## src/usart_spc_pkg.sv

```systemverilog
// Purpose: shared constants for the special-character map and its bus
// Assumes: 8-bit processor bus with 6-bit register offsets
// Notes:   apb offsets and fields belong to the controller end
package usart_spc_pkg;
  // processor bus shape and map size
  localparam int ADDR_W    = 6;
  localparam int DATA_W    = 8;
  localparam int CODE_W    = 7;
  localparam int MAP_DEPTH = 128;
  // device register offsets
  localparam logic [5:0] OFF_RX_DATA     = 6'h20;
  localparam logic [5:0] OFF_LINE_STATUS = 6'h25;
  localparam logic [5:0] OFF_STATUS      = 6'h28;
  localparam logic [5:0] OFF_INDEX       = 6'h29;
  localparam logic [5:0] OFF_COMMAND     = 6'h2A;
  // device field positions
  localparam int STATUS_RX_ON_BIT    = 7;
  localparam int STATUS_SPC_AVAIL    = 2;
  localparam int LINE_SPC_IN_BUF     = 7;
  localparam int LINE_OVERRUN        = 1;
  localparam int LINE_DATA_AVAIL     = 0;
  localparam int COMMAND_ENTRY_BIT   = 0;
  localparam int INDEX_UNUSED_BIT    = 7;
  // device reset and fixed values
  localparam logic [6:0] INDEX_RESET       = 7'h00;
  localparam logic [7:0] RX_DATA_RESET     = 8'h00;
  localparam logic [7:0] CMD_BLOCKED_READ  = 8'hFF;
  localparam logic [7:0] COMMAND_USED_MASK = 8'h01;
  // controller apb map
  localparam int APB_ADDR_W = 12;
  localparam logic [11:0] APB_OFF_ORDER  = 12'h000;
  localparam logic [11:0] APB_OFF_REPORT = 12'h004;
  localparam int ORDER_ADDR_LSB  = 0;
  localparam int ORDER_WRITE_BIT = 8;
  localparam int ORDER_DATA_LSB  = 16;
  localparam int REPORT_BUSY_BIT = 0;
  localparam int REPORT_REFUSED  = 1;
  localparam int REPORT_DATA_LSB = 8;
  // controller sequencer
  typedef enum logic [1:0] {
    HOST_IDLE = 2'b00,
    HOST_REQ  = 2'b01,
    HOST_WAIT = 2'b10
  } host_state_t;
endpackage

```

## src/processor_bus_port_if.sv

```systemverilog
// Purpose: 8-bit register bus between local controller and serial port
// Assumes: both ends on pclk; one request pulse, one ack pulse
// Notes:   ack and read data come one cycle after the request
`timescale 1ns/1ps
interface processor_bus_port_if (
  input wire logic pclk,
  input wire logic presetn
);
  logic                             req;
  logic                             write;
  logic [usart_spc_pkg::ADDR_W-1:0] addr;
  logic [usart_spc_pkg::DATA_W-1:0] wdata;
  logic [usart_spc_pkg::DATA_W-1:0] rdata;
  logic                             ack;
  modport device (
    input  pclk,
    input  presetn,
    input  req,
    input  write,
    input  addr,
    input  wdata,
    output rdata,
    output ack
  );
  modport host (
    input  pclk,
    input  presetn,
    input  rdata,
    input  ack,
    output req,
    output write,
    output addr,
    output wdata
  );
endinterface

```

## src/special_char_map.sv

```systemverilog
// Purpose: 128-entry one-bit map of special character codes
// Assumes: one write port, two combinational read ports
// Notes:   bus and receiver read different indices at once
`timescale 1ns/1ps
module special_char_map (
  input  wire logic                             pclk,
  input  wire logic                             presetn,
  input  wire logic                             write_en,
  input  wire logic                             write_value,
  input  wire logic [usart_spc_pkg::CODE_W-1:0] write_index,
  input  wire logic [usart_spc_pkg::CODE_W-1:0] bus_index,
  input  wire logic [usart_spc_pkg::CODE_W-1:0] rx_index,
  output logic                                  bus_entry,
  output logic                                  rx_entry
);
  import usart_spc_pkg::*;
  logic [MAP_DEPTH-1:0] entries;
  logic [MAP_DEPTH-1:0] next_entries;

  // one flag per entry, only the addressed one takes the write
  genvar g;
  generate
    for (g = 0; g < MAP_DEPTH; g++) begin : g_entry
      always_comb begin
        next_entries[g] = entries[g];
        if (write_en && (write_index == CODE_W'(g))) begin
          next_entries[g] = write_value;
        end
      end
    end
  endgenerate

  // whole map clears on reset
  always_ff @(posedge pclk or negedge presetn) begin
    if (!presetn) begin
      entries <= '0;
    end else begin
      entries <= next_entries;
    end
  end

  // read ports
  assign bus_entry = entries[bus_index];
  assign rx_entry  = entries[rx_index];
endmodule

```

## src/special_char_device.sv

```systemverilog
// Purpose: serial-port receive side with special-character recognition
// Assumes: received characters arrive on pclk from same-domain logic
// Notes:   one-entry receive holding register stands in for the buffer
`timescale 1ns/1ps
module special_char_device (
  processor_bus_port_if.device                  bus,
  input  wire logic                             rx_char_valid,
  input  wire logic [usart_spc_pkg::DATA_W-1:0] rx_char,
  output logic                                  rx_enable,
  output logic                                  spc_available
);
  import usart_spc_pkg::*;

  // register state
  logic              receiver_on_flag;
  logic              next_receiver_on_flag;
  logic [CODE_W-1:0] special_code_index;
  logic [CODE_W-1:0] next_special_code_index;
  logic              rx_full;
  logic              next_rx_full;
  logic [DATA_W-1:0] rx_data;
  logic [DATA_W-1:0] next_rx_data;
  logic              rx_tag;
  logic              next_rx_tag;
  logic              line_spc;
  logic              next_line_spc;
  logic              line_ovr;
  logic              next_line_ovr;
  logic              ack;
  logic              next_ack;
  logic [DATA_W-1:0] rdata;
  logic [DATA_W-1:0] next_rdata;

  // decode and map wiring
  logic              bus_rd;
  logic              bus_wr;
  logic              hit_data;
  logic              hit_line;
  logic              hit_status;
  logic              hit_index;
  logic              hit_command;
  logic              map_write_en;
  logic              bus_entry;
  logic              rx_entry;
  logic              rx_take;
  logic              rx_pop;
  logic              line_read;
  logic [DATA_W-1:0] read_value;

  // register decode for the 8-bit processor bus
  assign bus_rd      = bus.req && !bus.write;
  assign bus_wr      = bus.req && bus.write;
  assign hit_data    = (bus.addr == OFF_RX_DATA);
  assign hit_line    = (bus.addr == OFF_LINE_STATUS);
  assign hit_status  = (bus.addr == OFF_STATUS);
  assign hit_index   = (bus.addr == OFF_INDEX);
  assign hit_command = (bus.addr == OFF_COMMAND);

  // map writes are dropped while receiving so the receiver lookup
  // never races a bus update; software must stop the receiver first
  assign map_write_en = bus_wr && hit_command && !receiver_on_flag;

  // receiver takes characters only while enabled
  assign rx_take   = rx_char_valid && receiver_on_flag;
  assign rx_pop    = bus_rd && hit_data && rx_full;
  assign line_read = bus_rd && hit_line;

  special_char_map u_map (
    .pclk        (bus.pclk),
    .presetn     (bus.presetn),
    .write_en    (map_write_en),
    .write_value (bus.wdata[COMMAND_ENTRY_BIT]),
    .write_index (special_code_index),
    .bus_index   (special_code_index),
    .rx_index    (rx_char[CODE_W-1:0]),
    .bus_entry   (bus_entry),
    .rx_entry    (rx_entry)
  );

  // read data mux, reserved bits and unmapped offsets read zero, except the all-ones command read while receiving
  always_comb begin
    read_value = '0;
    case (bus.addr)
      OFF_RX_DATA: begin
        read_value = rx_data;
      end
      OFF_LINE_STATUS: begin
        read_value[LINE_SPC_IN_BUF] = line_spc;
        read_value[LINE_OVERRUN]    = line_ovr;
        read_value[LINE_DATA_AVAIL] = rx_full;
      end
      OFF_STATUS: begin
        read_value[STATUS_RX_ON_BIT] = receiver_on_flag;
        read_value[STATUS_SPC_AVAIL] = rx_full && rx_tag;
      end
      OFF_INDEX: begin
        read_value[CODE_W-1:0] = special_code_index; // bit 7 reads zero
      end
      OFF_COMMAND: begin
        if (receiver_on_flag) begin
          read_value = CMD_BLOCKED_READ;
        end else begin
          read_value[COMMAND_ENTRY_BIT] = bus_entry;
        end
      end
      default: begin
        read_value = '0;
      end
    endcase
  end

  // control registers written from the bus
  always_comb begin
    next_receiver_on_flag   = receiver_on_flag;
    next_special_code_index = special_code_index;
    if (bus_wr && hit_status) begin
      next_receiver_on_flag = bus.wdata[STATUS_RX_ON_BIT];
    end
    if (bus_wr && hit_index) begin
      next_special_code_index = bus.wdata[CODE_W-1:0];
    end
  end

  always_ff @(posedge bus.pclk or negedge bus.presetn) begin
    if (!bus.presetn) begin
      receiver_on_flag   <= 1'b0;
      special_code_index <= INDEX_RESET;
    end else begin
      receiver_on_flag   <= next_receiver_on_flag;
      special_code_index <= next_special_code_index;
    end
  end

  // holding register; a new character beats a pop in the same cycle
  always_comb begin
    next_rx_full = rx_full;
    next_rx_data = rx_data;
    next_rx_tag  = rx_tag;
    if (rx_pop) begin
      next_rx_full = 1'b0;
      next_rx_tag  = 1'b0;
    end
    if (rx_take) begin
      next_rx_full = 1'b1;
      next_rx_data = rx_char;
      next_rx_tag  = rx_entry;
    end
  end

  always_ff @(posedge bus.pclk or negedge bus.presetn) begin
    if (!bus.presetn) begin
      rx_full <= 1'b0;
      rx_data <= RX_DATA_RESET;
      rx_tag  <= 1'b0;
    end else begin
      rx_full <= next_rx_full;
      rx_data <= next_rx_data;
      rx_tag  <= next_rx_tag;
    end
  end

  // sticky line flags, clear on line-status read, set wins the tie
  always_comb begin
    next_line_spc = line_spc;
    next_line_ovr = line_ovr;
    if (line_read) begin
      next_line_spc = 1'b0;
      next_line_ovr = 1'b0;
    end
    if (rx_take && rx_entry) begin
      next_line_spc = 1'b1;
    end
    if (rx_take && rx_full && !rx_pop) begin
      next_line_ovr = 1'b1; // old character lost
    end
  end

  always_ff @(posedge bus.pclk or negedge bus.presetn) begin
    if (!bus.presetn) begin
      line_spc <= 1'b0;
      line_ovr <= 1'b0;
    end else begin
      line_spc <= next_line_spc;
      line_ovr <= next_line_ovr;
    end
  end

  // answer one cycle after every request; read data holds until next read
  always_comb begin
    next_ack   = bus.req;
    next_rdata = rdata;
    if (bus_rd) begin
      next_rdata = read_value;
    end
  end

  always_ff @(posedge bus.pclk or negedge bus.presetn) begin
    if (!bus.presetn) begin
      ack   <= 1'b0;
      rdata <= '0;
    end else begin
      ack   <= next_ack;
      rdata <= next_rdata;
    end
  end

  // outputs from flip-flops, except spc_available, the AND of rx_full and rx_tag
  assign bus.ack       = ack;
  assign bus.rdata     = rdata;
  assign rx_enable     = receiver_on_flag;
  assign spc_available = rx_full && rx_tag;
endmodule

```

## src/flat_wrapper.sv

```systemverilog
// flat-port wrapper written by rule: the top's interface ports become plain ports
module special_char_device_flat import usart_spc_pkg::*;
  (rx_char_valid, rx_char, rx_enable, spc_available, pclk, presetn, bus_req, bus_write, bus_addr, bus_wdata, bus_rdata, bus_ack);
  processor_bus_port_if bus_i (.pclk(pclk), .presetn(presetn));
  input  wire logic rx_char_valid;
  input  wire logic [usart_spc_pkg::DATA_W-1:0] rx_char;
  output logic rx_enable;
  output logic spc_available;
  input wire logic pclk;
  input wire logic presetn;
  input wire logic [$bits(bus_i.req)-1:0] bus_req;
  input wire logic [$bits(bus_i.write)-1:0] bus_write;
  input wire logic [$bits(bus_i.addr)-1:0] bus_addr;
  input wire logic [$bits(bus_i.wdata)-1:0] bus_wdata;
  output wire logic [$bits(bus_i.rdata)-1:0] bus_rdata;
  output wire logic [$bits(bus_i.ack)-1:0] bus_ack;
  assign bus_i.req = bus_req;
  assign bus_i.write = bus_write;
  assign bus_i.addr = bus_addr;
  assign bus_i.wdata = bus_wdata;
  assign bus_rdata = bus_i.rdata;
  assign bus_ack = bus_i.ack;
  special_char_device u_core (.bus(bus_i), .rx_char_valid(rx_char_valid), .rx_char(rx_char), .rx_enable(rx_enable), .spc_available(spc_available));
endmodule
```

## config.mk

```make
export PLATFORM = sky130hd
export DESIGN_NAME = special_char_device_flat
export DESIGN_NICKNAME = d
export VERILOG_FILES = /design/src/usart_spc_pkg.sv /design/src/processor_bus_port_if.sv /design/src/special_char_map.sv /design/src/special_char_device.sv /design/src/flat_wrapper.sv
export SDC_FILE = /design/constraint.sdc
export NUM_CORES = 1
export LEC_CHECK = 0
export BUFFER_PORTS_ARGS = -buffer_cell sky130_fd_sc_hd__buf_4
export CAP_MARGIN = 40
export CORE_MARGIN = 2
export CORE_UTILIZATION = 60
export DETAILED_ROUTE_END_ITERATION = 10
export GPL_TIMING_DRIVEN = 0
export PLACE_DENSITY = 0.78
export SYNTH_ARGS = -nofsm -noshare
export SYNTH_HDL_FRONTEND = slang
export SYNTH_SLANG_ARGS = --single-unit
```

## constraint.sdc

```tcl
create_clock -name pclk -period 6.16 [get_ports pclk]
set_input_delay 0.308 -clock pclk [delete_from_list [all_inputs] [get_ports pclk]]
set_output_delay 0.308 -clock pclk [all_outputs]
set_load 0.01 [all_outputs]
```

### After elaboration in Yosys (flattened, before gate mapping)

Index checks and enable logic that the tools add are counted.

| operators by class | value |
|---|---|
| $mul | 0 |
| shift-type cells | 0 |
| reduce and logical (&&, ||, !) cells | 149 |
| mux-type cells | 16 |
| add/sub/neg operators | 0 |
| div/mod/pow operators | 0 |
| equal/unequal tests | 132 |
| $lt $le $gt $ge | 2 |
| bitwise logic cells | 0 |

Operators with widths:

| kind | number |
|---|---|
| 7-bit == test, second input constant | 64 |
| 7-bit by 6-bit == test with 1-bit output, second input constant | 32 |
| 1-bit logical AND | 142 |
| 7-bit by 5-bit == test with 1-bit output, second input constant | 16 |
| 7-bit by 4-bit == test with 1-bit output, second input constant | 8 |
| 6-bit == test, second input constant | 5 |
| 7-bit by 3-bit == test with 1-bit output, second input constant | 4 |
| 7-bit by 8-bit less-than comparator with 1-bit output, second input constant | 2 |
| 1-bit binary-select mux with 7-bit select | 2 |
| 7-bit by 2-bit == test with 1-bit output, second input constant | 2 |
| 4-bit one-hot mux with 3 select lines | 1 |
| 1-bit 2-to-1 mux | 9 |
| 1-bit one-hot mux with 4 select lines | 2 |
| 2-bit one-hot mux with 4 select lines | 1 |
| 7-bit by 1-bit == test with 1-bit output, second input constant | 1 |
| 7-bit zero test | 1 |
| 7-bit 2-to-1 mux | 1 |
| 2-bit nonzero test | 3 |
| 1-bit zero test | 3 |

| word-level totals | value |
|---|---|
| bits in writable memories | 0 |
| memories | 0 |
| bits of input ports | 27 |
| ROM bits | 0 |
| latch bits | 0 |
| word-level logic and storage cells | 436 |
| flip-flop bits (word level) | 157 |

### Logic depth before layout (Yosys ltp)

Gate-level depths: netlist of run 1.

| depth | value |
|---|---|
| depth in word-level cells | 7 |
| gate-level depth with buffers | 9 |

### Modules after synthesis

Synthesis of run 1 repeated with hierarchy kept, for this count alone.

| unflattened totals | value |
|---|---|
| cells, all modules | 747 |
| area, all modules | 9057.4 um2 |

Modules (own cells, without submodules):

| module | cells each | instances | seq. area each (um2) | area an instance (um2) |
|---|---|---|---|---|
| special_char_map | 627 | 1 | 3203.1 | 7698.6 |
| special_char_device | 120 | 1 | 725.7 | 1358.8 |

### Worst setup path after synthesis of run 1

OpenSTA, ideal clock, no wires.

| timing path | value |
|---|---|
| path type | input to register |
| from | in rx_char[1] (netlist bit) |
| to | reg u_core.line_spc |
| setup slack | 4.158 ns |
| library setup time | 0.135 ns |
| buffers on the path | 2 |
| cell stages on the path | 8 |
| data required time | 6.025 ns |
| arrival | 1.867 ns |
| cells stage by stage | buf_4 > buf_2 > mux4_2 > a22oi_1 > a311oi_1 > or3_1 > a311oi_2 > o22ai_1 |

| between the ends | value |
|---|---|
| longest elaborated chain between the ends | 4 |

Ends and longest elaborated chain:

| element | line | text |
|---|---|---|
| start, declared | flat_wrapper.sv:6 | `input wire logic [usart_spc_pkg::DATA_W-1:0] rx_char;` |
| 1-bit binary-select mux with 7-bit select (*) | special_char_map.sv:44 | `assign rx_entry = entries[rx_index];` |
| 1-bit 2-to-1 mux (implied by the code) (*) | special_char_map.sv:44 |  |
| 1-bit logical AND (*) | special_char_device.sv:170 | `if (rx_take && rx_entry) begin` |
| 1-bit 2-to-1 mux / 2-bit nonzero test (equally long branches) | n/a |  |
| end signal, assigned | special_char_device.sv:183 | `line_spc <= next_line_spc;` |
| end, declared | special_char_device.sv:25 | `logic line_spc;` |

Mark *: on every way between the ends. The rest lies on a longest branch, timed or not. The select of a mux whose other input is x is not followed.
A chain may end at the register's enable or synchronous reset.

### Worst setup path in the final report of run 1

| timing path | value |
|---|---|
| from | reg u_core.special_code_index[2] |
| to | reg u_core.u_map.entries[77] |

| between the ends | value |
|---|---|
| longest elaborated chain between the ends | 2 |

Ends and longest elaborated chain:

| element | line | text |
|---|---|---|
| start, declared | special_char_device.sv:17 | `logic [CODE_W-1:0] special_code_index;` |
| start signal, assigned | special_char_device.sv:130 | `special_code_index <= next_special_code_index;` |
| 7-bit == test | special_char_map.sv:26 | `if (write_en && (write_index == CODE_W'(g))) begin` |
| 1-bit logical AND | special_char_map.sv:26 |  |
| end signal, assigned | special_char_map.sv:38 | `entries <= next_entries;` |
| end, declared | special_char_map.sv:17 | `logic [MAP_DEPTH-1:0] entries;` |

Every way passes these cells.

==> metrics.txt, run 1 <==
top cells by count, synth=157 x dfrtp_1, 147 x mux2_2, 143 x nor2_1; final core occ=0.696; clock skew=approximately 0.0067 ns; leading area contributor after synthesis=dfrtp_1; area grow syn2layout=12.9%; number of I/O port buffers=35; Mapped Cells=about 760; mux cell area share after synthesis=0.356; Die Ht=127 um; Hold Path Class=in2reg; via/cell ratio=6.98; mapped cell area=roughly 9000 sq um; Worst-Skew Late Latency=around 0.43 ns; final WL=about 28000 um; RSZ-0062 raised after global routing=no; Tcrit/Tclk final=0.515; Final min period=3.17 ns; Crit path max-delay family=buffers and inverters; via count=7099; Starting Density=0.617; critical path's most frequent cell=buf_2; TritonCTS buffer count=17; number of synthesis warnings=0; NetSw=0.000616 W; Hold Fails Final Rpt=0; main area contributors after synthesis=dfrtp_1 44%, mux2_2 18%, mux4_2 10%, nor2_1 5.9%, mux4_1 3.8%; grt ovf=0; Sequential Power Share=0.432; number of synthesized flops with an enable pin=0; TritonCTS clock tree=built; Worst setup EP type=flop; Longest Clk Path Bufs=2; Syn Nets=between 700 and 800; post-synthesis xor/xnor area fraction=0; status=finished, final reports clean; vias in the first global route=7109; pin count of the biggest net entering global routing=92; Die Area=16000 sq um; setup violators final=0; Worst VDD drop=0.000202 V; Boundary Pins=38; crit path max fanout=10; n_diodes=0; slowest stage delay, CP=0.57 ns; Synth Area in Compound Gates=0.0484; Buf/Inv on CP=3; most frequent cell after synthesis=dfrtp_1; Clock Sinks=between 150 and 200; final-layout fill cell count=~1000; post-cts gate resize count=0; Data required, critical path=6.48 ns; Crit path depth=6; Design Area, Final=between 10000 and 15000 sq um; Internal Pwr Total=approximately 0.0018 W; max_slew headroom=0.431; first drt pass iteration count=5; Max Fclk=around 320 MHz; Avg WL per Cell=27.4 um; antenna violations before repair=0; reg2reg path depth=6; core area=14600 sq um; Fin Setup TNS=0 ns; CP cell instances=clkbuf_1 > buf_2 > buf_2 > nand3_1 > nor2_1 > mux2_2; Max Cap Viol=0; Clock power frac=0.462; Worst Path Arrival=between 3 and 4 ns; nets=about 850; Setup CP Type=reg2reg; hold depth=1; htree depth=4; switching share of power=0.252; largest family of logic cells by synthesized area=multiplexers; placed cell areas=9550 sq um; Simple-Gate Fraction of Synth Area=0.127; drt drc=0; Syn Area/Cell=about 12 sq um; top cell type's share of synthesized area=0.435; Yosys cell types=54; DRT antenna net count=0; PD cells=240 nW/um^2; clk slew on worst S/H paths=~0.060 ns; Clock Tree Root=clkbuf_16; global-route wire length before repair=42700 um; async set-reset flop share out of synthesis=1.00; worst-margin pin slew=~0.85 ns; leakage=roughly 4.5 nW; Critical Path Source Type=flop; die width=between 100 and 150 um; Seq/Total Area, Yosys=0.435; Iteration-0 DRC Markers=968; placed insts=984; Post-Layout Cell Count=1017; Post-Synth Adder-Cell Area=0; Detailed Place HPWL=19100 um; max-slew violation count=0; row cnt=between 40 and 50; Primary FF master, synth=dfrtp_1; CP max-delay cell=nand3_1; flops & latches, synth=157; share of cells above drive strength 1=0.341; Post-CTS Setup Inserts=0; total track usage=0.360; Final Wtd Congestion=~1; Comb power frac=0.105
power groups by stage:
stage	sequential, W	combinational, W	clock, W
6_report	0.00106	0.000257	0.00113
5_1_grt	0.00106	0.000269	0.00117
4_1_cts	0.00106	0.000251	0.00113
3_5_place_dp	0.00107	0.000249	0
3_3_place_gp	0.00107	0.000240	0
2_1_floorplan	0.00107	0.000136	0
cell usage in the layout (no fill, tap or decap), types with 6 or more instances in the layout:
cell type    n
a22oi_1     13
clkbuf_16   17
mux4_2      42
buf_2       16
nand2_1     40
nand3_1     25
mux2_2     147
nor3_1       9
buf_6        6
buf_4       35
clkbuf_1    36
dfrtp_1    157
nor2_1     143
mux4_1      13
mux2i_1     27
nor2b_1     13
flip-flops by register name, indices dropped and copies added, names as in the netlist:
name / count
u_core.bus.rdata: 8
u_core.rx_data: 8
u_core.u_map.entries: 128
u_core.rx_tag: 1
u_core.rx_enable: 1
u_core.special_code_index: 7
u_core.line_ovr: 1
u_core.bus.ack: 1
u_core.rx_full: 1
u_core.line_spc: 1
path summary, 6_finish.rpt:
kind	from	end	slack, ns
setup reg to reg	u_core.special_code_index[2]$_DFFE_PN0P_	u_core.u_map.entries[77]$_DFFE_PN0P_	2.99
max in group asynchronous	presetn	u_core.u_map.entries[39]$_DFFE_PN0P_	4.79
hold reg to reg	u_core.bus.rdata[1]$_DFFE_PN0P_	u_core.bus.rdata[1]$_DFFE_PN0P_	0.49
setup / recovery	u_core.special_code_index[2]$_DFFE_PN0P_	u_core.u_map.entries[77]$_DFFE_PN0P_	2.99
hold / removal	bus_req	u_core.bus.ack$_DFF_PN0_	0.01
min in group asynchronous	presetn	u_core.u_map.entries[86]$_DFFE_PN0P_	0.54
per-layer routing:
layer,track usage,vias up,share of wire,wire [um]
li1,-,2913,-,-
met1,0.478,3560,0.37,10500
met2,0.558,514,0.46,12900
met3,0.100,112,0.11,3120
met4,0.169,0,0.052,1440
met5,0,-,0,0
timing repair:
| item | in CTS | in global routing |
|---|---|---|
| hold buffers | 1 | 0 |
| endpoints found under the setup margin | 0 | 0 |
| hold endpoints to repair | 2 | 0 |
through the flow:
stage | setup WS (ns) | hold WS [ns] | total power [W]
2_1_floorplan | 4.16 | 0.0124 | 0.00121
3_3_place_gp | 3.24 | 0.444 | 0.00131
3_5_place_dp | 3.22 | 0.446 | 0.00132
4_1_cts | 3.20 | 0.00555 | 0.00244
5_1_grt | 3.02 | 0.000533 | 0.00250
6_report | 2.99 | 0.0104 | 0.00244
cell families after synthesis:
logic type	Yosys count
simple gates	259
mux	229
flops	157
buf+inv	62
compound gates	57
final cells by class:
cell class	instances	area, sq um	share of cell area
inverters	5	18.8	0.00184
repair buffers	37	304	0.0298
clock buffers	22	464	0.0455
well taps	184	230	0.0226
flip-flops and latches	157	3930	0.386
multi-input cells	545	4800	0.471
clock inverters	10	163	0.0160
plain buffers	57	287	0.0281
(Power assumes the default switching activity.)
==> inputs of run 2 (changes only) <==
clock period = 3 ns   (was 6.16 ns; I/O delays follow)
==> metrics.txt, run 2 (synthesized netlist as in run 1, its figures left out) <==
final-layout fill cell count=1026 (-1.6%); global-route wire length before repair=43000 um (+0.55%); setup slack, reg-to-reg=-0.03 ns (-3.01 ns); number of I/O port buffers=35 (unchanged); Worst setup EP type=flop; Hold Path Class=in2reg; final worst slack=-0.0255 ns (-3.01 ns); max-slew violation count=0 (unchanged); Final Wtd Congestion=0.990 (unchanged); Detailed Place HPWL=19100 um (unchanged); placed insts=984 (unchanged); Clock Tree Root=clkbuf_16; Worst Hold Launch=rx_char_valid; antenna violations before repair=0 (unchanged); status=complete, but fails checks; Design Area, Final=10300 sq um (+0.95%); NetSw=0.00128 W (+110%); row cnt=44 (unchanged); Starting Density=0.617 (unchanged); Tcrit/Tclk final=1.01 (+0.494); CP max-delay cell=nand4_1; clock skew=0.00713 ns (+0.000461 ns); hold depth=3 (+2); core area=14600 sq um (unchanged); TritonCTS clock tree=built; Critical Path Source Type=flop; final core occ=0.702 (+0.00658); switching share of power=0.253 (+0.00141); share of cells above drive strength 1=0.337 (-0.00364); Clock power frac=0.462 (about the same); reg2reg path depth=6 (unchanged); R2R Path Start=u_core.special_code_index[1]$_DFFE_PN0P_; Boundary Pins=38 (unchanged); grt ovf=0 (unchanged); CP cell instances=buf_2 > clkbuf_1 > buf_2 > nand4_1 > nor2_1 > mux2_2; most frequent cells in the layout=157 x dfrtp_1, 147 x mux2_2, 143 x nor2_1, 42 x mux4_2, 40 x nand2_1; FF+latch area=3930 sq um (unchanged); nets=856 (+1.1%); die width=127 um (unchanged); Max Cap Viol=0 (unchanged); register bank with the most flops=u_core.u_map.entries; Comb power frac=0.106 (about the same); post-cts gate resize count=0 (unchanged); max_slew headroom=0.433 (+0.00206); Die Ht=127 um (unchanged); Setup CP Type=reg2reg; area grow syn2layout=13.9%; clk slew on worst S/H paths=0.06 ns (about the same); Worst-Skew Late Latency=0.44 ns (about the same); DRT antenna net count=0 (unchanged); Critical path origin=u_core.special_code_index[1]$_DFFE_PN0P_; Post-CTS Setup Inserts=0 (unchanged); failing checks=setup timing; n_diodes=0 (unchanged); via count=7144 (+0.63%); total track usage=0.362 (+0.00166); Avg WL per Cell=27.3 um (-0.58%); Die Area=16000 sq um (unchanged); TritonCTS buffer count=17 (unchanged); Worst Path Arrival=3.34 ns (-0.15 ns); leakage=4.52 nW (+0.91%); worst-margin pin slew=0.850 ns (-0.00309 ns); Multi-input gate area=4800 sq um (unchanged); Internal Pwr Total=0.00376 W (+110%); Setup crit end=u_core.u_map.entries[79]$_DFFE_PN0P_; Hold Fails Final Rpt=0 (unchanged); Sequential Power Share=0.432 (about the same); htree depth=4 (unchanged); Worst VDD drop=0.000415 V (+110%); Clock Sinks=157 (unchanged); commonest non-fill, non-tap cell in the layout=dfrtp_1; max FFs per register=128 (unchanged); drt drc=0 (unchanged); Iteration-0 DRC Markers=1038 (+7.2%); Worst R2R End=u_core.u_map.entries[79]$_DFFE_PN0P_; final WL=28000 um (+0.30%); PD cells=489 nW/um^2 (+100%); vias in the first global route=7148 (+0.55%); placed cell areas=9550 sq um (unchanged); Longest Clk Path Bufs=2 (unchanged); Max Fclk=331 MHz (+4.8%); crit path max fanout=10 (unchanged); first drt pass iteration count=6 (+1); via/cell ratio=6.96 (-0.25%); biggest regs=u_core.u_map.entries: 128 flops, u_core.bus.rdata: 8 flops, u_core.rx_data: 8 flops; critical path's most frequent cell=buf_2; Final min period=3.03 ns (-0.146 ns); pin count of the biggest net entering global routing=92 (unchanged); Data required, critical path=3.32 ns (-3.16 ns); RSZ-0062 raised after global routing=no; slowest stage delay, CP=0.58 ns (about the same); Post-Layout Cell Count=1026 (+0.88%); setup violators final=1 (+1)
-- run 2: repair_timing --
action / 4_1_cts / 5_1_grt
endpoints found under the setup margin: 0 / 28
hold buffers: 11 / 0
hold endpoints to repair: 100 / 0
-- run 2: power groups by stage --
stage,Combinational [W],Clock (W),Sequential [W]
floorplan,0.000279,0,0.00220
global placement,0.000493,0,0.00221
detailed placement,0.000511,0,0.00221
CTS,0.000525,0.00232,0.00217
global route,0.000558,0.00241,0.00218
finish,0.000533,0.00233,0.00217
-- run 2: worst min-delay path by stage --
stage	endpoint
5_1_grt	u_core.rx_data[5]$_DFFE_PN0P_
3_5_place_dp	u_core.u_map.entries[83]$_DFFE_PN0P_
4_1_cts	u_core.rx_data[5]$_DFFE_PN0P_
2_1_floorplan	u_core.bus.ack$_DFF_PN0_
6_report	u_core.rx_data[5]$_DFFE_PN0P_
3_3_place_gp	u_core.bus.ack$_DFF_PN0_
-- run 2: stage by stage --
step	TNS (ns)	power, W	setup slack (ns)	hold slack (ns)
6_report	-0.0255	0.00503	-0.0255	0.00823
4_1_cts	0	0.00501	0.0364	0.0103
5_1_grt	0	0.00514	0.00892	0.0374
2_1_floorplan	0	0.00248	1.03	-0.146
3_5_place_dp	0	0.00272	0.0607	0.288
3_3_place_gp	0	0.00270	0.0763	0.286
-- run 2: worst max-delay path: cells and delay by family, from the launching register on --
kind	cells	cell delay [ns]
buffers and inverters	3	1.22
AND/OR/NAND/NOR	2	0.98
flip-flops	1	0.33
multiplexers	1	0.37
-- run 2: metal layers --
| layer | wire length, um | part of all wire | global-route usage |
|---|---|---|---|
| met2 | 12900 | 0.46 | 0.562 |
| met1 | 10500 | 0.38 | 0.479 |
| met3 | 3080 | 0.11 | 0.0995 |
| met5 | 0 | 0 | 0 |
| met4 | 1510 | 0.054 | 0.172 |
-- run 2: area by class of cell --
cell class	instances	area share
clock buffer	22	0.0451
tap	184	0.0224
sequential	157	0.382
buffer	56	0.0275
multi-input combinational	545	0.466
clock inverter	10	0.0158
timing repair buffer	47	0.0393
inverter	5	0.00182
==> inputs of run 3 (changes only) <==
CORE_MARGIN = unset   (was 2)
clock period = 3.75 ns   (was 3 ns; I/O delays follow)
==> metrics.txt, run 3 (synthesized netlist as in run 1, its figures left out) <==
Iteration-0 DRC Markers=1026 (-1.2%); Data required, critical path=4.07 ns (+0.75 ns); Tcrit/Tclk final=0.823 (-0.186); TritonCTS clock tree=built; DRT antenna net count=0 (unchanged); max FFs per register=128 (unchanged); status=finished, final reports clean; Buf/Inv on CP=3 (unchanged); crit path max fanout=10 (unchanged); number of I/O port buffers=35 (unchanged); Post-CTS Setup Inserts=0 (unchanged); worst-margin pin slew=0.805 ns (-0.0445 ns); leakage=4.47 nW (-1.0%); die width=125 um (-1.6%); TritonCTS buffer count=17 (unchanged); Worst VDD drop=0.000513 V (+24%); setup violators final=0 (-1); Boundary Pins=38 (unchanged); commonest non-fill, non-tap cell in the layout=dfrtp_1; Worst Path Arrival=3.41 ns (+0.07 ns); Die Ht=125 um (-1.6%); slowest stage delay, CP=0.63 ns (+0.05 ns); core area=14600 sq um (-0.38%); Hold WS=0.0393 ns (+0.0310 ns); register bank with the most flops=u_core.u_map.entries; max_slew headroom=0.459 (+0.0252); grt ovf=0 (unchanged); Die Area=15500 sq um (-3.1%); CP cell instances=clkbuf_1 > buf_2 > buf_2 > nand4_1 > nor2_1 > mux2_2; final-layout fill cell count=1016 (-0.97%); Worst setup EP type=flop; clk slew on worst S/H paths=0.07 ns (about the same); CP max-delay cell=nand4_1; Avg WL per Cell=27.3 um (about the same); antenna violations before repair=0 (unchanged); biggest regs=u_core.u_map.entries: 128 flops, u_core.bus.rdata: 8 flops, u_core.rx_data: 8 flops; Final Wtd Congestion=1.02 (+3.0%); area grow syn2layout=13.0%; Multi-input gate area=4800 sq um (unchanged); Hold Path Class=in2reg; total track usage=0.377 (+0.0146); Max Cap Viol=0 (unchanged); vias in the first global route=7185 (+0.52%); nets=856 (unchanged); htree depth=4 (unchanged); critical path's most frequent cell=buf_2; PD cells=372 nW/um^2 (-24%); via/cell ratio=6.96 (about the same); Crit path max-delay family=buffers and inverters; Final min period=3.08 ns (+0.0593 ns); FF+latch area=3930 sq um (unchanged); Starting Density=0.619 (+0.00233); via count=7142 (-0.028%); Worst-Skew Late Latency=0.45 ns (about the same); max-slew violation count=0 (unchanged); row cnt=44 (unchanged); final WL=28000 um (about the same); first drt pass iteration count=6 (unchanged); RSZ-0062 raised after global routing=no; Hold Fails Final Rpt=0 (unchanged); global-route wire length before repair=43100 um (+0.23%); Detailed Place HPWL=19200 um (+0.56%); share of cells above drive strength 1=0.341 (+0.00356); Fin Setup TNS=0 ns (+0.0255 ns); most frequent cells in the layout=157 x dfrtp_1, 147 x mux2_2, 143 x nor2_1, 42 x mux4_2, 40 x nand2_1; Longest Clk Path Bufs=2 (unchanged); Setup CP Type=reg2reg; Max Fclk=324 MHz (-1.9%); clock skew=0.0114 ns (+0.00423 ns); n_diodes=0 (unchanged); Critical Path Source Type=flop; drt drc=0 (unchanged); pin count of the biggest net entering global routing=96 (+4.3%); Clock Sinks=157 (unchanged); Clock Tree Root=clkbuf_16
[run 3: changes by cell type in the layout (fill, tap and decap cells not counted), sizes merged]
cell,previous run,this run
inv,4,9
bufinv,4,0
clkbuf,54,51
clkinvlp,2,5
dlygate4sd3,11,10
[run 3: power breakdown]
group / total (W) / leakage [nW] / internal, W / switching [W]
Combinational: 0.000427 / 2.06 / 0.000139 / 0.000287
Clock: 0.00163 / 0.258 / 0.000873 / 0.000760
Sequential: 0.00173 / 2.15 / 0.00172 / 0.0000169
Total: 0.00379 / 4.47 / 0.00273 / 0.00106
[run 3: worst paths after layout]
check	from	end	slack, ns	depth (start not counted)
setup / recovery	u_core.special_code_index[2]$_DFFE_PN0P_	u_core.u_map.entries[95]$_DFFE_PN0P_	0.67	6
hold / removal	rx_char_valid	u_core.rx_data[5]$_DFFE_PN0P_	0.04	3
setup reg to reg	u_core.special_code_index[2]$_DFFE_PN0P_	u_core.u_map.entries[95]$_DFFE_PN0P_	0.67	6
hold reg to reg	u_core.bus.rdata[1]$_DFFE_PN0P_	u_core.bus.rdata[1]$_DFFE_PN0P_	0.48	2
max in group asynchronous	presetn	u_core.u_map.entries[107]$_DFFE_PN0P_	2.57	3
min in group asynchronous	presetn	u_core.u_map.entries[65]$_DFFE_PN0P_	0.31	2
[run 3: metal layers]
metal / vias to the layer above / share of wire / routed length [um] / GRT usage
met1: 3572 / 0.38 / 10700 / 0.490
li1: 2934 / - / - / -
met4: 0 / 0.061 / 1690 / 0.215
met3: 130 / 0.11 / 3000 / 0.116
met5: - / 0 / 0 / 0
met2: 506 / 0.45 / 12600 / 0.561
[run 3: final cells by class]
type,count,share of cell area
clock inverters,14,0.0109
plain buffers,57,0.0281
well taps,184,0.0226
multi-input cells,545,0.470
flip-flops and latches,157,0.385
clock buffers,18,0.0430
repair buffers,46,0.0386
inverters,5,0.00184
[run 3: timing repair]
action,4_1_cts,5_1_grt
hold endpoints to repair,71,0
hold buffers,10,0
gates resized for setup,0,0
[run 3: through the flow]
step | utilization | cell area [sq um] | cells | setup slack, ns | total power, W
floorplan | - | 9030 | 764 | 1.78 | 0.00198
global placement | 0.653 | 9520 | 983 | 0.913 | 0.00216
detailed placement | 0.655 | 9550 | 984 | 0.823 | 0.00217
CTS | 0.699 | 10200 | 1026 | 0.844 | 0.00378
global route | 0.699 | 10200 | 1026 | 0.706 | 0.00389
finish | 0.699 | 10200 | 1026 | 0.665 | 0.00379
[run 3: worst reg2reg max path, cell delays in order, from the launching register on]
cell	delay [ns]
dfrtp_1	0.33
clkbuf_1	0.53
buf_2	0.40
buf_2	0.36
nand4_1	0.63
nor2_1	0.33
mux2_2	0.38
